File: src/design/rtc_status_pkg.sv
// Package with register map, field positions and carrier types of the alarm and status block.
package rtc_status_pkg;
   localparam logic [7:0] OFF_CAL_ALARM  = 8'h14;
   localparam logic [7:0] OFF_STATUS     = 8'h18;
   localparam logic [7:0] OFF_CLEAR      = 8'h1C;
   localparam logic [7:0] OFF_IRQ_EN     = 8'h20;
   localparam logic [7:0] OFF_IRQ_DIS    = 8'h24;
   localparam logic [7:0] OFF_IRQ_MASK   = 8'h28;
   localparam logic [7:0] OFF_VALIDITY   = 8'h2C;
   localparam logic [7:0] OFF_MODE       = 8'h30;
   localparam logic [7:0] OFF_ENTRY_BAD  = 8'h34;

   localparam int NUM_FLAGS   = 5;
   localparam int BIT_ACK     = 0;
   localparam int BIT_ALARM   = 1;
   localparam int BIT_SEC     = 2;
   localparam int BIT_TIME_EVENT_FLAG   = 3;
   localparam int BIT_CALENDAR_EVENT_FLAG   = 4;

   localparam int CAR_DATE_LSB  = 24;
   localparam int CAR_DATE_EN   = 31;
   localparam int CAR_MONTH_LSB = 16;
   localparam int CAR_MONTH_EN  = 23;
   localparam logic [31:0] CAR_WMASK = 32'hBF9F0000;
   localparam logic [31:0] CAR_RESET = 32'h00000000;

   localparam int MODE_TSTOP  = 0;
   localparam int MODE_CSTOP  = 1;
   localparam int MODE_TEV_LSB = 8;
   localparam int MODE_CEV_LSB = 16;

   localparam logic [1:0] TEV_MINUTE   = 2'h0;
   localparam logic [1:0] TEV_HOUR     = 2'h1;
   localparam logic [1:0] TEV_MIDNIGHT = 2'h2;
   localparam logic [1:0] TEV_NOON     = 2'h3;
   localparam logic [1:0] CEV_WEEK     = 2'h0;
   localparam logic [1:0] CEV_MONTH    = 2'h1;
   localparam logic [1:0] CEV_YEAR     = 2'h2;

   typedef struct packed {
      logic second;
      logic minute;
      logic hour;
      logic midnight;
      logic noon;
      logic week;
      logic month;
      logic year;
   } counter_events_t;

   typedef struct packed {
      logic [5:0] date;
      logic [4:0] month;
   } calendar_now_t;
endpackage

File: src/design/rtc_alarm_status_irq.sv
// Calendar alarm compare, sticky event flags, interrupt mask and validity flags behind APB.
`timescale 1ns/1ps

module rtc_alarm_status_irq (
   // Clock and reset
   input  wire logic                           clk,
   input  wire logic                           rst_n,
   // APB slave
   input  wire logic                           psel,
   input  wire logic                           penable,
   input  wire logic                           pwrite,
   input  wire logic [7:0]                     paddr,
   input  wire logic [31:0]                    pwdata,
   output logic                                pready,
   output logic                                pslverr,
   output logic [31:0]                         prdata,
   // Counter side
   input  wire rtc_status_pkg::counter_events_t events,
   input  wire rtc_status_pkg::calendar_now_t  cal_now,
   input  wire logic                           time_alarm_match,
   input  wire logic                           time_stopped,
   input  wire logic                           calendar_stopped,
   input  wire logic [3:0]                     bad_entry,
   output logic                                time_stop_request,
   output logic                                calendar_stop_request,
   output logic [1:0]                          time_event_select,
   output logic [1:0]                          calendar_event_select,
   // Interrupt
   output logic                                irq
);
   localparam int NF = rtc_status_pkg::NUM_FLAGS;

   logic [31:0]   cal_alarm_r;
   logic [NF-1:0] status_r;
   logic [NF-1:0] mask_r;
   logic [3:0]    valid_r;
   logic [31:0]   mode_r;
   logic          wr_en;
   logic          rd_en;
   logic          addr_ok;
   logic          date_ok;
   logic          month_ok;
   logic          alarm_hit;
   logic          alarm_hit_r;
   logic          time_ev;
   logic          cal_ev;
   logic [NF-1:0] set_vec;
   logic [NF-1:0] clr_vec;
   logic [3:0]    car_bad;

   // Zero-wait slave: every access completes in its first access cycle.
   assign pready  = 1'b1;
   assign wr_en   = psel && penable && pwrite;
   assign rd_en   = psel && penable && !pwrite;

   always_comb begin
      case (paddr)
         rtc_status_pkg::OFF_CAL_ALARM, rtc_status_pkg::OFF_STATUS,
         rtc_status_pkg::OFF_CLEAR, rtc_status_pkg::OFF_IRQ_EN,
         rtc_status_pkg::OFF_IRQ_DIS, rtc_status_pkg::OFF_IRQ_MASK,
         rtc_status_pkg::OFF_VALIDITY, rtc_status_pkg::OFF_MODE,
         rtc_status_pkg::OFF_ENTRY_BAD: addr_ok = 1'b1;
         default: addr_ok = 1'b0;
      endcase
   end
   assign pslverr = psel && penable && !addr_ok;

   // Calendar alarm register; reserved bits are never stored.
   always_ff @(posedge clk) begin
      if (!rst_n) begin
         cal_alarm_r <= rtc_status_pkg::CAR_RESET;
      end else if (wr_en && paddr == rtc_status_pkg::OFF_CAL_ALARM) begin
         cal_alarm_r <= pwdata & rtc_status_pkg::CAR_WMASK;
      end
   end

   // Mode register holds stop requests and event selects.
   always_ff @(posedge clk) begin
      if (!rst_n) begin
         mode_r <= 32'h00000000;
      end else if (wr_en && paddr == rtc_status_pkg::OFF_MODE) begin
         mode_r <= pwdata & 32'h00030303;
      end
   end
   assign time_stop_request     = mode_r[rtc_status_pkg::MODE_TSTOP];
   assign calendar_stop_request = mode_r[rtc_status_pkg::MODE_CSTOP];
   assign time_event_select     = mode_r[rtc_status_pkg::MODE_TEV_LSB +: 2];
   assign calendar_event_select = mode_r[rtc_status_pkg::MODE_CEV_LSB +: 2];

   assign month_ok = !cal_alarm_r[rtc_status_pkg::CAR_MONTH_EN] ||
                     cal_alarm_r[rtc_status_pkg::CAR_MONTH_LSB +: 5] == cal_now.month;
   assign date_ok  = !cal_alarm_r[rtc_status_pkg::CAR_DATE_EN] ||
                     cal_alarm_r[rtc_status_pkg::CAR_DATE_LSB +: 6] == cal_now.date;
   assign alarm_hit = time_alarm_match && month_ok && date_ok;

   // The alarm flag is set on the rising edge of a match so a cleared flag
   // does not reassert for the whole matching second.
   always_ff @(posedge clk) begin
      if (!rst_n) begin
         alarm_hit_r <= 1'b0;
      end else begin
         alarm_hit_r <= alarm_hit;
      end
   end

   always_comb begin
      case (time_event_select)
         rtc_status_pkg::TEV_MINUTE:   time_ev = events.minute;
         rtc_status_pkg::TEV_HOUR:     time_ev = events.hour;
         rtc_status_pkg::TEV_MIDNIGHT: time_ev = events.midnight;
         rtc_status_pkg::TEV_NOON:     time_ev = events.noon;
         default:                      time_ev = 1'b0;
      endcase
   end

   always_comb begin
      case (calendar_event_select)
         rtc_status_pkg::CEV_WEEK:  cal_ev = events.week;
         rtc_status_pkg::CEV_MONTH: cal_ev = events.month;
         rtc_status_pkg::CEV_YEAR:  cal_ev = events.year;
         default:                   cal_ev = 1'b0;
      endcase
   end

   always_comb begin
      set_vec = '0;
      set_vec[rtc_status_pkg::BIT_ACK]   = (time_stop_request || calendar_stop_request) &&
                                           (!time_stop_request || time_stopped) &&
                                           (!calendar_stop_request || calendar_stopped);
      set_vec[rtc_status_pkg::BIT_ALARM] = alarm_hit && !alarm_hit_r;
      set_vec[rtc_status_pkg::BIT_SEC]   = events.second;
      set_vec[rtc_status_pkg::BIT_TIME_EVENT_FLAG] = time_ev;
      set_vec[rtc_status_pkg::BIT_CALENDAR_EVENT_FLAG] = cal_ev;
   end

   assign clr_vec = (wr_en && paddr == rtc_status_pkg::OFF_CLEAR) ? pwdata[NF-1:0] : '0;

   // A set arriving with its clear wins, so no event is lost.
   generate
      for (genvar i = 0; i < NF; i++) begin : g_flag
         always_ff @(posedge clk) begin
            if (!rst_n) begin
               status_r[i] <= 1'b0;
            end else if (set_vec[i]) begin
               status_r[i] <= 1'b1;
            end else if (clr_vec[i]) begin
               status_r[i] <= 1'b0;
            end
         end

         always_ff @(posedge clk) begin
            if (!rst_n) begin
               mask_r[i] <= 1'b0;
            end else if (wr_en && paddr == rtc_status_pkg::OFF_IRQ_EN && pwdata[i]) begin
               mask_r[i] <= 1'b1;
            end else if (wr_en && paddr == rtc_status_pkg::OFF_IRQ_DIS && pwdata[i]) begin
               mask_r[i] <= 1'b0;
            end
         end
      end
   endgenerate

   assign irq = |(status_r & mask_r);

   // Calendar alarm contents checked here; the other three come from the
   // register checkers of the counter block on bad_entry.
   always_comb begin
      car_bad = 4'h0;
      // A disabled field is not checked, so the all-zero reset contents read as valid.
      if (cal_alarm_r[rtc_status_pkg::CAR_MONTH_EN] &&
          (cal_alarm_r[rtc_status_pkg::CAR_MONTH_LSB +: 4] > 4'h9 ||
           cal_alarm_r[rtc_status_pkg::CAR_MONTH_LSB +: 5] == 5'h00 ||
           cal_alarm_r[rtc_status_pkg::CAR_MONTH_LSB +: 5] > 5'h12)) begin
         car_bad[3] = 1'b1;
      end
      if (cal_alarm_r[rtc_status_pkg::CAR_DATE_EN] &&
          (cal_alarm_r[rtc_status_pkg::CAR_DATE_LSB +: 4] > 4'h9 ||
           cal_alarm_r[rtc_status_pkg::CAR_DATE_LSB +: 6] == 6'h00 ||
           cal_alarm_r[rtc_status_pkg::CAR_DATE_LSB +: 6] > 6'h31)) begin
         car_bad[3] = 1'b1;
      end
   end

   // A flag sets the cycle after bad contents are seen and drops the cycle
   // after its source, bad_entry or the alarm check, stops reporting them.
   always_ff @(posedge clk) begin
      if (!rst_n) begin
         valid_r <= 4'h0;
      end else begin
         valid_r[2:0] <= (valid_r[2:0] & bad_entry[2:0]) | bad_entry[2:0];
         valid_r[3]   <= car_bad[3] | bad_entry[3];
      end
   end

   always_ff @(posedge clk) begin
      if (!rst_n) begin
         prdata <= 32'h00000000;
      end else if (psel && !penable && !pwrite) begin
         case (paddr)
            rtc_status_pkg::OFF_CAL_ALARM: prdata <= cal_alarm_r;
            rtc_status_pkg::OFF_STATUS:    prdata <= {27'h0, status_r};
            rtc_status_pkg::OFF_IRQ_MASK:  prdata <= {27'h0, mask_r};
            rtc_status_pkg::OFF_VALIDITY:  prdata <= {28'h0, valid_r};
            rtc_status_pkg::OFF_MODE:      prdata <= mode_r;
            rtc_status_pkg::OFF_ENTRY_BAD: prdata <= {28'h0, bad_entry};
            default:                       prdata <= 32'h00000000;
         endcase
      end
   end

   property p_flag_set;
      @(posedge clk) disable iff (!rst_n)
         events.second |=> status_r[rtc_status_pkg::BIT_SEC];
   endproperty
   a_flag_set: assert property (p_flag_set) else $error("second flag not set");

   property p_clear;
      @(posedge clk) disable iff (!rst_n)
         (wr_en && paddr == rtc_status_pkg::OFF_CLEAR && pwdata[rtc_status_pkg::BIT_TIME_EVENT_FLAG]
          && !time_ev) |=> !status_r[rtc_status_pkg::BIT_TIME_EVENT_FLAG];
   endproperty
   a_clear: assert property (p_clear) else $error("time flag not cleared");

   property p_sticky;
      @(posedge clk) disable iff (!rst_n)
         (status_r[rtc_status_pkg::BIT_ALARM] && !(wr_en && paddr == rtc_status_pkg::OFF_CLEAR))
         |=> status_r[rtc_status_pkg::BIT_ALARM];
   endproperty
   a_sticky: assert property (p_sticky) else $error("alarm flag dropped");

   property p_enable;
      @(posedge clk) disable iff (!rst_n)
         (wr_en && paddr == rtc_status_pkg::OFF_IRQ_EN && pwdata[0]) |=> mask_r[0];
   endproperty
   a_enable: assert property (p_enable) else $error("mask not set");

   property p_disable;
      @(posedge clk) disable iff (!rst_n)
         (wr_en && paddr == rtc_status_pkg::OFF_IRQ_DIS && pwdata[1]) |=> !mask_r[1];
   endproperty
   a_disable: assert property (p_disable) else $error("mask not cleared");

   property p_irq;
      @(posedge clk) disable iff (!rst_n)
         (events.second && mask_r[rtc_status_pkg::BIT_SEC]
          && !(wr_en && paddr == rtc_status_pkg::OFF_IRQ_DIS)) |=> irq;
   endproperty
   a_irq: assert property (p_irq) else $error("irq mismatch");

   property p_month_ignored;
      @(posedge clk) disable iff (!rst_n)
         (!cal_alarm_r[rtc_status_pkg::CAR_MONTH_EN] && cal_alarm_r[rtc_status_pkg::CAR_DATE_EN]
          && cal_alarm_r[rtc_status_pkg::CAR_DATE_LSB +: 6] == cal_now.date
          && time_alarm_match && !alarm_hit_r) |=> status_r[rtc_status_pkg::BIT_ALARM];
   endproperty
   a_month_ignored: assert property (p_month_ignored) else $error("alarm missed");

   property p_date_block;
      @(posedge clk) disable iff (!rst_n)
         (cal_alarm_r[rtc_status_pkg::CAR_DATE_EN] &&
          cal_alarm_r[rtc_status_pkg::CAR_DATE_LSB +: 6] != cal_now.date) |-> !alarm_hit;
   endproperty
   a_date_block: assert property (p_date_block) else $error("date mismatch hit");

   property p_reset_zero;
      @(posedge clk) $rose(rst_n) |-> (status_r == '0 && mask_r == '0 && valid_r == '0);
   endproperty
   a_reset_zero: assert property (p_reset_zero) else $error("flags not reset");

   // Read-only registers must shrug off bus writes to their own address; only enable, disable and clear writes and hardware events move them.
   property p_mask_ro;
      @(posedge clk) disable iff (!rst_n)
         (wr_en && paddr == rtc_status_pkg::OFF_IRQ_MASK) |=> mask_r == $past(mask_r);
   endproperty
   a_mask_ro: assert property (p_mask_ro) else $error("mask written directly");

   property p_status_ro;
      @(posedge clk) disable iff (!rst_n)
         (wr_en && paddr == rtc_status_pkg::OFF_STATUS && set_vec == '0)
         |=> status_r == $past(status_r);
   endproperty
   a_status_ro: assert property (p_status_ro) else $error("status written directly");

   property p_read_upper;
      @(posedge clk) disable iff (!rst_n)
         (rd_en && (paddr == rtc_status_pkg::OFF_STATUS ||
                    paddr == rtc_status_pkg::OFF_IRQ_MASK)) |-> prdata[31:NF] == '0;
   endproperty
   a_read_upper: assert property (p_read_upper) else $error("upper bits read high");

   property p_month_compare;
      @(posedge clk) disable iff (!rst_n)
         (cal_alarm_r[rtc_status_pkg::CAR_MONTH_EN] &&
          cal_alarm_r[rtc_status_pkg::CAR_MONTH_LSB +: 5] != cal_now.month) |-> !alarm_hit;
   endproperty
   a_month_compare: assert property (p_month_compare) else $error("month mismatch hit");

   property p_full_match;
      @(posedge clk) disable iff (!rst_n)
         (cal_alarm_r[rtc_status_pkg::CAR_DATE_EN] &&
          cal_alarm_r[rtc_status_pkg::CAR_MONTH_EN] &&
          cal_alarm_r[rtc_status_pkg::CAR_DATE_LSB +: 6] == cal_now.date &&
          cal_alarm_r[rtc_status_pkg::CAR_MONTH_LSB +: 5] == cal_now.month &&
          time_alarm_match && !alarm_hit_r) |=> status_r[rtc_status_pkg::BIT_ALARM];
   endproperty
   a_full_match: assert property (p_full_match) else $error("date match missed");

   property p_ack_set;
      @(posedge clk) disable iff (!rst_n)
         (time_stop_request && calendar_stop_request && time_stopped && calendar_stopped)
         |=> status_r[rtc_status_pkg::BIT_ACK];
   endproperty
   a_ack_set: assert property (p_ack_set) else $error("update ack not set");

   property p_ack_idle;
      @(posedge clk) disable iff (!rst_n)
         (!time_stop_request && !calendar_stop_request && !status_r[rtc_status_pkg::BIT_ACK])
         |=> !status_r[rtc_status_pkg::BIT_ACK];
   endproperty
   a_ack_idle: assert property (p_ack_idle) else $error("update ack without stop");

   property p_time_event;
      @(posedge clk) disable iff (!rst_n)
         (time_event_select == rtc_status_pkg::TEV_HOUR && events.hour)
         |=> status_r[rtc_status_pkg::BIT_TIME_EVENT_FLAG];
   endproperty
   a_time_event: assert property (p_time_event) else $error("hour event lost");

   property p_noon_only;
      @(posedge clk) disable iff (!rst_n)
         (time_event_select == rtc_status_pkg::TEV_NOON && !events.noon &&
          !status_r[rtc_status_pkg::BIT_TIME_EVENT_FLAG]) |=> !status_r[rtc_status_pkg::BIT_TIME_EVENT_FLAG];
   endproperty
   a_noon_only: assert property (p_noon_only) else $error("wrong time event");

   property p_cal_event;
      @(posedge clk) disable iff (!rst_n)
         (calendar_event_select == rtc_status_pkg::CEV_MONTH && events.month)
         |=> status_r[rtc_status_pkg::BIT_CALENDAR_EVENT_FLAG];
   endproperty
   a_cal_event: assert property (p_cal_event) else $error("month event lost");

   property p_cal_reserved;
      @(posedge clk) disable iff (!rst_n)
         (calendar_event_select == 2'h3 && !status_r[rtc_status_pkg::BIT_CALENDAR_EVENT_FLAG])
         |=> !status_r[rtc_status_pkg::BIT_CALENDAR_EVENT_FLAG];
   endproperty
   a_cal_reserved: assert property (p_cal_reserved) else $error("bad calendar event");

   property p_valid_follow;
      @(posedge clk) disable iff (!rst_n)
         bad_entry[0] |=> valid_r[0];
   endproperty
   a_valid_follow: assert property (p_valid_follow) else $error("bad time unflagged");

   property p_stop_req;
      @(posedge clk) disable iff (!rst_n)
         (wr_en && paddr == rtc_status_pkg::OFF_MODE && pwdata[rtc_status_pkg::MODE_TSTOP])
         |=> time_stop_request;
   endproperty
   a_stop_req: assert property (p_stop_req) else $error("time stop not requested");
endmodule

File: config.mk
export PLATFORM = sky130hd
export DESIGN_NAME = rtc_alarm_status_irq
export DESIGN_NICKNAME = d
export VERILOG_FILES = /design/src/design/rtc_status_pkg.sv /design/src/design/rtc_alarm_status_irq.sv
export SDC_FILE = /design/constraint.sdc
export NUM_CORES = 1
export LEC_CHECK = 0
export BUFFER_PORTS_ARGS = -buffer_cell sky130_fd_sc_hd__buf_2
export CAP_MARGIN = 20
export CORE_ASPECT_RATIO = 1.75
export CORE_MARGIN = 10
export CORE_UTILIZATION = 40
export CTS_BUF_LIST = sky130_fd_sc_hd__clkbuf_16
export CTS_CLUSTER_DIAMETER = 50
export CTS_CLUSTER_SIZE = 25
export DETAILED_ROUTE_END_ITERATION = 8
export MAX_ROUTING_LAYER = met4
export PLACE_DENSITY = 0.68
export SYNTH_ARGS = -nofsm -noshare
export SYNTH_HDL_FRONTEND = slang
export SYNTH_SLANG_ARGS = --single-unit
File: constraint.sdc
create_clock -name clk -period 3.65 [get_ports clk]
set_input_delay 0.365 -clock clk [delete_from_list [all_inputs] [get_ports clk]]
set_output_delay 0.365 -clock clk [all_outputs]
set_load 0.005 [all_outputs]
Word-level counts from Yosys, hierarchy flattened. Cells that the tools add are included.

Register bits after elaboration: 66. Input port bits: 71.

Order comparisons: 4. Eq/ne operators: 16. Muxes and demuxes: 27. Bitwise logic cells: 4. Reduce and logical (&&, ||, !) cells: 60.

Operators with widths (number): $pmux W32 S6 (1); $eq A8 B6 Y1 const B (6); $logic_and A1 B1 Y1 (27); $eq A8 B5 Y1 const B (3); $mux W1 (23); $reduce_bool A2 Y1 (10); $logic_or A1 B1 Y1 (9); $reduce_or A9 Y1 (1); $gt A4 B4 Y1 const B (2); $logic_not A1 Y1 (8); $eq A2 B2 Y1 const B (3); $eq A6 B6 Y1 (1); $gt A6 B6 Y1 const B (1); $logic_not A6 Y1 (1); $and A5 B5 Y5 (1); $eq A5 B5 Y1 (1); $gt A5 B5 Y1 const B (1); $logic_not A5 Y1 (1); $mux W5 (1); $reduce_or A5 Y1 (1); $eq A2 B1 Y1 const B (2); $logic_not A2 Y1 (2); $pmux W1 S4 (1); $and A3 B3 Y3 (1); 3 further kinds (3).

Longest topological paths before layout. Gate-level depths: netlist (run 1).

Word-level depth: 7. Depth in mapped cells: 8. Mapped depth without buffers: 5.

Worst setup path before layout (run 1). OpenSTA, ideal clock, no wires.

Path type: input -> register. Start point: input paddr[4]. End point: register status_r[1]. Setup time: 117 ps. Arrival time: 1486 ps. Required time: 3533 ps. Setup slack: 2047 ps. Cell stages on the path: 6. Path buffers: 1. Path through: buf_4 nor4b_4 and3_1 and3_2 nand2_1 a32o_1.

Word-level cells in the longest chain between the ends: 4.

RTL lines: from (decl) (line rtc_alarm_status_irq.sv:12) `input wire logic [7:0] paddr,`; $eq A8 B5 Y1 (line rtc_alarm_status_irq.sv:136) `assign clr_vec = (wr_en && paddr == rtc_status_pkg::OFF_CLEAR) ? pwdata[NF-1:0] : '0;`; $logic_and A1 B1 Y1 (line rtc_alarm_status_irq.sv:136); $mux W5 (line rtc_alarm_status_irq.sv:136); $reduce_bool A2 Y1 (no source line); to (signal, indexed assignment) (line rtc_alarm_status_irq.sv:143) `status_r[i] <= 1'b0;`; to (signal, indexed assignment) (line rtc_alarm_status_irq.sv:145) `status_r[i] <= 1'b1;`; to (signal, indexed assignment) (line rtc_alarm_status_irq.sv:147) `status_r[i] <= 1'b0;`; to (decl) (line rtc_alarm_status_irq.sv:34) `logic [NF-1:0] status_r;`.

Every way passes these cells. A chain may end at the register's enable or synchronous reset.

Worst setup path after layout (run 1).
Start point: input paddr[2]. End point: register cal_alarm_r[28].

Word-level cells in the longest chain between the ends: 2.

RTL lines: $eq A8 B5 Y1 (line rtc_alarm_status_irq.sv:72) `end else if (wr_en && paddr == rtc_status_pkg::OFF_CAL_ALARM) begin`; $logic_and A1 B1 Y1 (line rtc_alarm_status_irq.sv:72); to (signal assigned) (line rtc_alarm_status_irq.sv:71) `cal_alarm_r <= rtc_status_pkg::CAR_RESET;`; to (signal assigned) (line rtc_alarm_status_irq.sv:73) `cal_alarm_r <= pwdata & rtc_status_pkg::CAR_WMASK;`; to (decl) (line rtc_alarm_status_irq.sv:33) `logic [31:0] cal_alarm_r;`.

Every way passes these cells.

==> reports/summary.txt, run 1 <==
Status: finished, final reports clean
I/O pin total: 112
Via count: 2535
Routed WL: 8.15 mm
Endpoints failing setup: 0
Remaining global-route overflow: 0
Netlist Area Pre-Place: 2820 um^2
Worst-Margin Slew: 0.985 ns
Count of state elements after synthesis: 54
Startpoint Class: input pin
Vias in the first global route: 2559
Core area: 6860 um^2
Worst Hold Slack: 0.284 ns
DR pass1 iterations: 4
CTS clk-pin slew, worst paths: 0.07 ns
DRT antenna net count: 0
NumNets Final: 459
Syn_area_per_cell: 8.95 um^2
Die height: 131 um
Port bufs: 86
Hold Vio Cnt, Final: 0
Worst skew pair latency: 0.29 ns
Worst setup path class: input pin to flip-flop
Post-synth ARST share: 0
Setup Fix Bufs, Post-CTS: 0
CTS tree: built
Final cycle utilization of the critical path: 0.581
Filler cells: 666
Layout area overhead: 19.9%
Antenna Cells: 0
# rows: 40
Share of cells above drive strength 1: 0.296
Crit path setup slack, layout: 1.53 ns
Sequential element share of the synthesized area: 0.384
Die X: 83.4 um
Critical Path RT: 3.83 ns
Htree depth: 2
Hpwl dp: 6.25 mm
Hold-fix buffers, CTS: 0
TNS Setup: 0 ns
Nature of the critical path endpoint: flip-flop
Slew Limit Fails: 0
Sink Count: 54
Power Density: 372 nW/um^2
Most common cell after layout, fill and taps aside: buf_2
Starting Density: 0.411
Min-Delay Path Class: input pin to flip-flop
Full die area: 10900 um^2
Most used DFF post-synth: dfxtp_1
Via-to-Cell Ratio: 5.36
Number of flops mapped to enable cells by yosys: 0
Yosys warning total: 0
First-pass GRT wire length: 12.7 mm
Distinct cells, synth: 52
Max Root-Sink Buffers: 2
Arr. time, crit path: 2.30 ns
Setup WS pre-CTS: 1.23 ns
GP Congestion: 0.876
DRC viols: 0
Max transition margin: 0.342
Most frequent cells in the layout: buf_2, dfxtp_1, nand2_1
Syn Inst Count: 315
Tot Pwr: 1.26 mW
Unrepaired setup endpoints after global routing: false
Minimum clock period: 2.12 ns
VDD IR max: 0.000241 V
Avg WL per Cell: 17.2 um
Largest net degree at the start of global routing: 56
Initial antenna violation count: 0
F_max: 472 MHz
Number of max-cap violations: 0
GRT Util Overall: 0.145
CTS buffer count: 5
Initial DRC Count: 92
Post-cts sizing count: 0
Root buffer cell: clkbuf_16
Worst-path maximum fanout: 17
Setup Skew: 0.00829 ns
Leakage Power: 1.37 nW
flip-flops by register name, summed over array words and instances (netlist names):
register,count
valid_r,4
mask_r,5
mode_r,6
prdata,20
alarm_hit_r,1
cal_alarm_r,13
status_r,5
area by class of cell:
class / instances / area [um^2] / share of cell area
clock buffers: 5 / 125 / 0.0370
flip-flops and latches: 54 / 1080 / 0.320
well taps: 84 / 105 / 0.0311
clock inverters: 3 / 43.8 / 0.0130
repair buffers: 87 / 438 / 0.130
inverters: 8 / 30.0 / 0.00889
multi-input cells: 232 / 1560 / 0.460
cell usage after synthesis, types with 2 or more instances:
library cell,instances,area share
o22ai_1,2,0.0044
a21boi_1,31,0.083
xnor2_1,4,0.012
and3_1,5,0.011
buf_2,4,0.0071
conb_1,2,0.0027
xor2_1,7,0.022
buf_4,16,0.043
a22oi_2,10,0.044
nor2_1,7,0.0093
a32oi_1,3,0.0093
o21a_1,4,0.011
clkbuf_1,11,0.015
dfxtp_1,54,0.38
nor2b_1,14,0.031
nand3_1,25,0.044
o21ai_0,10,0.018
mux2i_1,4,0.014
nor4b_2,2,0.011
a22oi_1,5,0.013
inv_1,8,0.011
a221oi_1,2,0.0062
nor4_1,3,0.0067
nor3_1,2,0.0036
a32o_1,5,0.018
nor3b_1,4,0.011
a31oi_1,2,0.0044
nand2_1,36,0.048
and2_1,4,0.0089
a21oi_1,7,0.012
cells by family (layout without fill, tap and decap cells):
family | after synthesis | count (layout) | synth area share
multiplexers | 5 | 5 | 0.0222
XOR/XNOR | 11 | 11 | 0.0342
flip-flops | 54 | 54 | 0.384
AO/OA/AOI/OAI | 88 | 88 | 0.247
adder cells (fa/ha/maj) | 1 | 1 | 0.00355
other | 2 | 13 | 0.00267
buffers and inverters | 40 | 103 | 0.0790
AND/OR/NAND/NOR | 114 | 114 | 0.228
per-layer routing:
layer  global-route usage  share of wire  wire (um)  vias up
li1                     -              -          -     1249
met1                0.134           0.37       2990     1192
met2                0.279           0.56       4520       77
met3               0.0359          0.053        432       17
met4               0.0603          0.024        197        0
met5                    -              0          0        -
worst max-delay path: stages:
cell	delay (ns)
buf_2	0.26
nor4b_2	0.38
and2_1	0.61
nand2_1	0.43
nand2_1	0.17
a21boi_1	0.07
per-stage QoR:
step,cell area [um^2],std cells,util
floorplan,2860,326,-
global placement,3210,465,0.468
detailed placement,3210,465,0.468
CTS,3380,473,0.493
global route,3380,473,0.493
finish,3380,473,0.493
power breakdown:
group	switching [mW]	internal [mW]	leakage, nW
combinational	0.0590	0.0495	0.852
clock	0.221	0.325	0.0842
sequential	0.00453	0.596	0.438
worst paths after layout:
path | slack (ns) | depth (start not counted) | start | end
max | 1.53 | 6 | paddr[2] | cal_alarm_r[28]$_SDFFE_PN0P_
min | 0.28 | 2 | events[7] | status_r[2]$_SDFFE_PN0P_
max reg2reg | 2.14 | 5 | cal_alarm_r[29]$_SDFFE_PN0P_ | status_r[1]$_SDFFE_PN0P_
min reg2reg | 0.45 | 2 | prdata[9]$_SDFFE_PN0P_ | prdata[9]$_SDFFE_PN0P_
Note: power is estimated with default switching activity, not from simulation.
==> run 2, diff against run 1 <==
--- a/config.mk
+++ b/config.mk
@@ -15,7 +15,7 @@
 export CTS_CLUSTER_SIZE = 25
 export DETAILED_ROUTE_END_ITERATION = 8
 export MAX_ROUTING_LAYER = met4
-export PLACE_DENSITY = 0.68
+export PLACE_DENSITY = 0.71
 export SYNTH_ARGS = -nofsm -noshare
 export SYNTH_HDL_FRONTEND = slang
 export SYNTH_SLANG_ARGS = --single-unit
==> constraint.sdc (replaced) <==
create_clock -name clk -period 1.7 [get_ports clk]
set_input_delay 0.17 -clock clk [delete_from_list [all_inputs] [get_ports clk]]
set_output_delay 0.17 -clock clk [all_outputs]
set_load 0.005 [all_outputs]
==> run 2 against run 1 <==
First-iteration DRC count rose by 22%. Clock power is 110% higher. Sequential share of layout area shrank 1.1 points. Non-clock buffer count increased by 14. Via count is 0.75% higher. Flip-flop and latch count is the same. Die area unchanged. Largest cell class unchanged. Routed wire length decreased by 0.97%. Worst setup slack got worse by 1.4 ns. Global-route usage rose by 0.26 points.
==> reports/summary.txt, run 2 (synthesis results as in run 1) <==
Status: finished, final reports clean
Worst-path maximum fanout: 6 (-11)
Endpoints failing setup: 0 (unchanged)
Remaining global-route overflow: 0 (unchanged)
Clock group share of total power: 0.427 (-0.008)
Starting Density: 0.411 (unchanged)
Combinational share of power: 0.094 (+0.008)
DRT antenna net count: 0 (unchanged)
Slew Limit Fails: 0 (unchanged)
Setup Fix Bufs, Post-CTS: 0 (unchanged)
Minimum clock period: 1.56 ns
Largest net degree at the start of global routing: 24 (-57%)
Top flop regs: prdata x20, cal_alarm_r x13, mode_r x6
CTS tree: built
Unrepaired setup endpoints after global routing: false
Min-Delay Path Class: input pin to flip-flop
Die X: 83.4 um (unchanged)
Filler cells: 683 (+2.6%)
Worst Hold Slack: 0.0898 ns (-0.195 ns)
Leakage Power: 1.45 nW (+5.7%)
Arr. time, crit path: 1.79 ns (-0.51 ns)
Worst skew pair latency: 0.29 ns (about the same)
Via-to-Cell Ratio: 5.24 (-2.1%)
Layout area overhead: 24.1%
TNS Setup: 0 ns (unchanged)
DR pass1 iterations: 4 (unchanged)
Sink Count: 54 (unchanged)
Most frequent cells in the layout: buf_2, dfxtp_1, nand2_1
Core area: 6860 um^2 (unchanged)
Placed cell areas: 3330 um^2 (+3.7%)
Full die area: 10900 um^2 (unchanged)
Placed cells: 479 (+3.0%)
Setup Skew: 0.00701 ns (-0.00127 ns)
Via count: 2554 (+0.75%)
Area of the multi-input gates: 1560 um^2 (unchanged)
Crit path setup slack, layout: 0.138 ns (-1.39 ns)
I/O pin total: 112 (unchanged)
Hold Vio Cnt, Final: 0 (unchanged)
Post-cts sizing count: 0 (unchanged)
Startpoint Class: flip-flop
Hold-fix buffers, CTS: 0 (unchanged)
Root buffer cell: clkbuf_16
Final instance area: 3500 um^2 (+3.5%)
Final cycle utilization of the critical path: 0.919
Internal: 2.10 mW (+120%)
Critical Path RT: 1.93 ns (-1.90 ns)
CTS clk-pin slew, worst paths: 0.07 ns (about the same)
VDD IR max: 0.000419 V (+74%)
Port bufs: 86 (unchanged)
Max Root-Sink Buffers: 2 (unchanged)
DRC viols: 0 (unchanged)
F_max: 640 MHz
Switch share: 0.221 (-0.00514)
Die height: 131 um (unchanged)
Storage element area: 1080 um^2 (unchanged)
Routed WL: 8.07 mm (-0.97%)
Power Density: 771 nW/um^2 (+110%)
GP Congestion: 0.860 (-1.8%)
CTS buffer count: 5 (unchanged)
Largest Register: prdata
Share of cells above drive strength 1: 0.320 (+0.0245)
# rows: 40 (unchanged)
Initial antenna violation count: 0 (unchanged)
Number of max-cap violations: 0 (unchanged)
Antenna Cells: 0 (unchanged)
Avg WL per Cell: 16.6 um (-3.8%)
Initial DRC Count: 112 (+22%)
Htree depth: 2 (unchanged)
Finished Layout Cells: 487 (+3.0%)
NetSw: 0.597 mW (+110%)
Worst setup path class: flip-flop to flip-flop
Flop pwr share: 0.479 (about the same)
GRT Util Overall: 0.148 (+0.00260)
NumNets Final: 473 (+3.1%)
Vias in the first global route: 2699 (+5.5%)
Setup WS pre-CTS: 0.0359 ns (-1.20 ns)
Hpwl dp: 6.56 mm (+5.0%)
First-pass GRT wire length: 13.2 mm (+3.4%)
Max FFs per register: 20 (unchanged)
Nature of the critical path endpoint: flip-flop
Most common cell after layout, fill and taps aside: buf_2
run 2: worst max-delay path: stages (launching register included):
cell	delay, ns
dfxtp_1	0.47
xor2_1	0.10
nor4_1	0.33
nand3_1	0.17
a221oi_2	0.29
a32o_1	0.16
run 2: final cells by class:
cell class	count	area share
multi-input cells	232	0.445
flip-flops and latches	54	0.309
repair buffers	101	0.159
clock buffers	5	0.0358
well taps	84	0.0301
clock inverters	3	0.0125
inverters	8	0.00859
run 2: final timing paths:
kind / startpoint / to / slack (ns) / depth (start not counted)
worst max-delay path: cal_alarm_r[29]$_SDFFE_PN0P_ / status_r[1]$_SDFFE_PN0P_ / 0.14 / 5
worst max register to register: cal_alarm_r[29]$_SDFFE_PN0P_ / status_r[1]$_SDFFE_PN0P_ / 0.14 / 5
worst min register to register: prdata[8]$_SDFFE_PN0P_ / prdata[8]$_SDFFE_PN0P_ / 0.45 / 2
worst min-delay path: events[7] / status_r[2]$_SDFFE_PN0P_ / 0.09 / 2
run 2: per-stage QoR:
stage | power, mW | utilization
after global placement | 1.57 | 0.485
after floorplan | 1.46 | -
after detailed placement | 1.57 | 0.485
final | 2.70 | 0.510
after CTS | 2.72 | 0.510
after global routing | 2.81 | 0.510
run 2: power groups by stage:
stage	logic, mW	clock network (mW)	registers [mW]
after global placement	0.247	0	1.32
after global routing	0.282	1.23	1.29
after CTS	0.253	1.18	1.29
final	0.254	1.15	1.29
after detailed placement	0.252	0	1.32
after floorplan	0.145	0	1.32
run 2: routing by layer:
layer | GRT usage | wire (um) | vias up
li1 | - | - | 1276
met1 | 0.145 | 2950 | 1174
met2 | 0.286 | 4540 | 96
met3 | 0.0322 | 481 | 8
met4 | 0.0415 | 95 | 0
met5 | - | 0 | -
==> run 3, diff against run 2 <==
--- a/config.mk
+++ b/config.mk
@@ -9,13 +9,13 @@
 export CAP_MARGIN = 20
 export CORE_ASPECT_RATIO = 1.75
 export CORE_MARGIN = 10
-export CORE_UTILIZATION = 40
+export CORE_UTILIZATION = 44
 export CTS_BUF_LIST = sky130_fd_sc_hd__clkbuf_16
 export CTS_CLUSTER_DIAMETER = 50
 export CTS_CLUSTER_SIZE = 25
 export DETAILED_ROUTE_END_ITERATION = 8
 export MAX_ROUTING_LAYER = met4
-export PLACE_DENSITY = 0.71
+export PLACE_DENSITY = 0.76
 export SYNTH_ARGS = -nofsm -noshare
 export SYNTH_HDL_FRONTEND = slang
 export SYNTH_SLANG_ARGS = --single-unit
==> run 3 against run 2 <==
Core utilization increased by 4.6 points. Non-clock buffer count stayed put. Die area decreased by 7.3%. Register-to-register slack better by 0.06 ns. Combinational power about the same.
==> reports/summary.txt, run 3 (synthesis results as in run 1) <==
Worst hold stages: 2 (unchanged)
Max FFs per register: 20 (unchanged)
Unrepaired setup endpoints after global routing: false
Antenna Cells: 0 (unchanged)
Min-Delay Path Class: input pin to flip-flop
Port bufs: 86 (unchanged)
GRT Util Overall: 0.158 (+0.00976)
Most common cell after layout, fill and taps aside: buf_2
Reg2reg path depth: 5 (unchanged)
Placed cells: 475 (-0.84%)
Initial DRC Count: 192 (+71%)
GP Congestion: 0.861 (+0.10%)
Slew Limit Fails: 0 (unchanged)
F_max: 665 MHz (+4.0%)
Top flop regs: prdata x20, cal_alarm_r x13, mode_r x6
First-pass GRT wire length: 12.6 mm (-4.2%)
Max Root-Sink Buffers: 2 (unchanged)
Core area: 6230 um^2 (-9.2%)
Minimum clock period: 1.50 ns (-0.0595 ns)
Crit path setup slack, layout: 0.197 ns (+0.0595 ns)
DR pass1 iterations: 5 (+1)
NumNets Final: 473 (unchanged)
Full die area: 10100 um^2 (-7.3%)
Filler cells: 594 (-13%)
Nature of the critical path endpoint: flip-flop
Worst-path maximum fanout: 6 (unchanged)
Share of cells above drive strength 1: 0.320 (unchanged)
Hold-fix buffers, CTS: 0 (unchanged)
Power Density: 748 nW/um^2 (-3.0%)
Avg WL per Cell: 16.9 um (+1.7%)
CTS clk-pin slew, worst paths: 0.07 ns (about the same)
Tot Pwr: 2.59 mW (-3.9%)
I/O pin total: 112 (unchanged)
Via-to-Cell Ratio: 5.42 (+3.3%)
Setup Skew: 0.00576 ns (-0.00125 ns)
DRC viols: 0 (unchanged)
TNS Setup: 0 ns (unchanged)
Starting Density: 0.452 (+0.0414)
Htree depth: 2 (unchanged)
Critical Path RT: 1.94 ns (about the same)
Storage element area: 1080 um^2 (unchanged)
Arr. time, crit path: 1.74 ns (-0.05 ns)
VDD IR max: 0.000638 V (+52%)
Post-cts sizing count: 0 (unchanged)
Status: finished, final reports clean
Setup Fix Bufs, Post-CTS: 0 (unchanged)
Remaining global-route overflow: 0 (unchanged)
# rows: 38 (-5.0%)
Hpwl dp: 6.50 mm (-0.93%)
Worst skew pair latency: 0.29 ns (about the same)
Leakage Power: 1.44 nW (-0.99%)
CTS tree: built
Largest net degree at the start of global routing: 27 (+13%)
DRT antenna net count: 0 (unchanged)
Layout area overhead: 22.9%
Finished Layout Cells: 483 (-0.82%)
Root buffer cell: clkbuf_16
Via count: 2616 (+2.4%)
Worst setup path class: flip-flop to flip-flop
Initial antenna violation count: 0 (unchanged)
Die height: 126 um (-3.9%)
Largest Register: prdata
Most frequent cells in the layout: buf_2, dfxtp_1, nand2_1
Sink Count: 54 (unchanged)
Setup WS pre-CTS: 0.0711 ns (+0.0352 ns)
Area of the multi-input gates: 1560 um^2 (unchanged)
Die X: 80.5 um (-3.5%)
Number of max-cap violations: 0 (unchanged)
Final cycle utilization of the critical path: 0.884 (-0.0350)
Vias in the first global route: 2667 (-1.2%)
Hold Vio Cnt, Final: 0 (unchanged)
CTS buffer count: 5 (unchanged)
Startpoint Class: flip-flop
Routed WL: 8.14 mm (+0.90%)
Endpoints failing setup: 0 (unchanged)
==> run 3: cell types whose count changed in the layout (fill, tap and decap cells not counted), sizes merged <==
cell    previous run  this run
bufinv             1         0
clkinv             1         2
==> run 3: worst paths after layout <==
path,startpoint,end,slack (ns)
max,cal_alarm_r[29]$_SDFFE_PN0P_,status_r[1]$_SDFFE_PN0P_,0.20
min,events[7],status_r[2]$_SDFFE_PN0P_,0.09
max reg2reg,cal_alarm_r[29]$_SDFFE_PN0P_,status_r[1]$_SDFFE_PN0P_,0.20
min reg2reg,prdata[9]$_SDFFE_PN0P_,prdata[9]$_SDFFE_PN0P_,0.47
==> run 3: critical path, stage by stage, from the launching register on <==
cell	delay [ns]
dfxtp_1	0.47
xor2_1	0.11
nor4_1	0.32
nand3_1	0.14
a221oi_2	0.26
a32o_1	0.15
==> run 3: area by class of cell <==
class,count,share of cell area
Sequential cell,54,0.312
Inverter,8,0.00867
Clock buffer,5,0.0361
Multi-Input combinational cell,232,0.449
Timing Repair Buffer,101,0.157
Tap cell,80,0.0289
Clock inverter,3,0.00831
==> run 3: power breakdown <==
group          switching (mW)  internal [mW]  total [mW]
clock network           0.487          0.562        1.05
registers              0.0103           1.28        1.29
logic                   0.132          0.119       0.251
total                   0.630           1.96        2.59
==> run 3: through the flow <==
step	area, um^2	util	hold slack [ns]
floorplan	2860	-	0.292
global placement	3310	0.531	0.386
detailed placement	3310	0.531	0.392
CTS	3460	0.556	0.0905
global route	3460	0.556	0.106
finish	3460	0.556	0.0877
==> run 3: per-layer routing <==
layer	vias to the layer above	share of wire	wire length, um	GRT usage
met5	-	0	0	-
met4	0	0.030	243	0.0740
met2	86	0.55	4460	0.289
met3	20	0.066	540	0.0299
li1	1275	-	-	-
met1	1235	0.36	2900	0.149
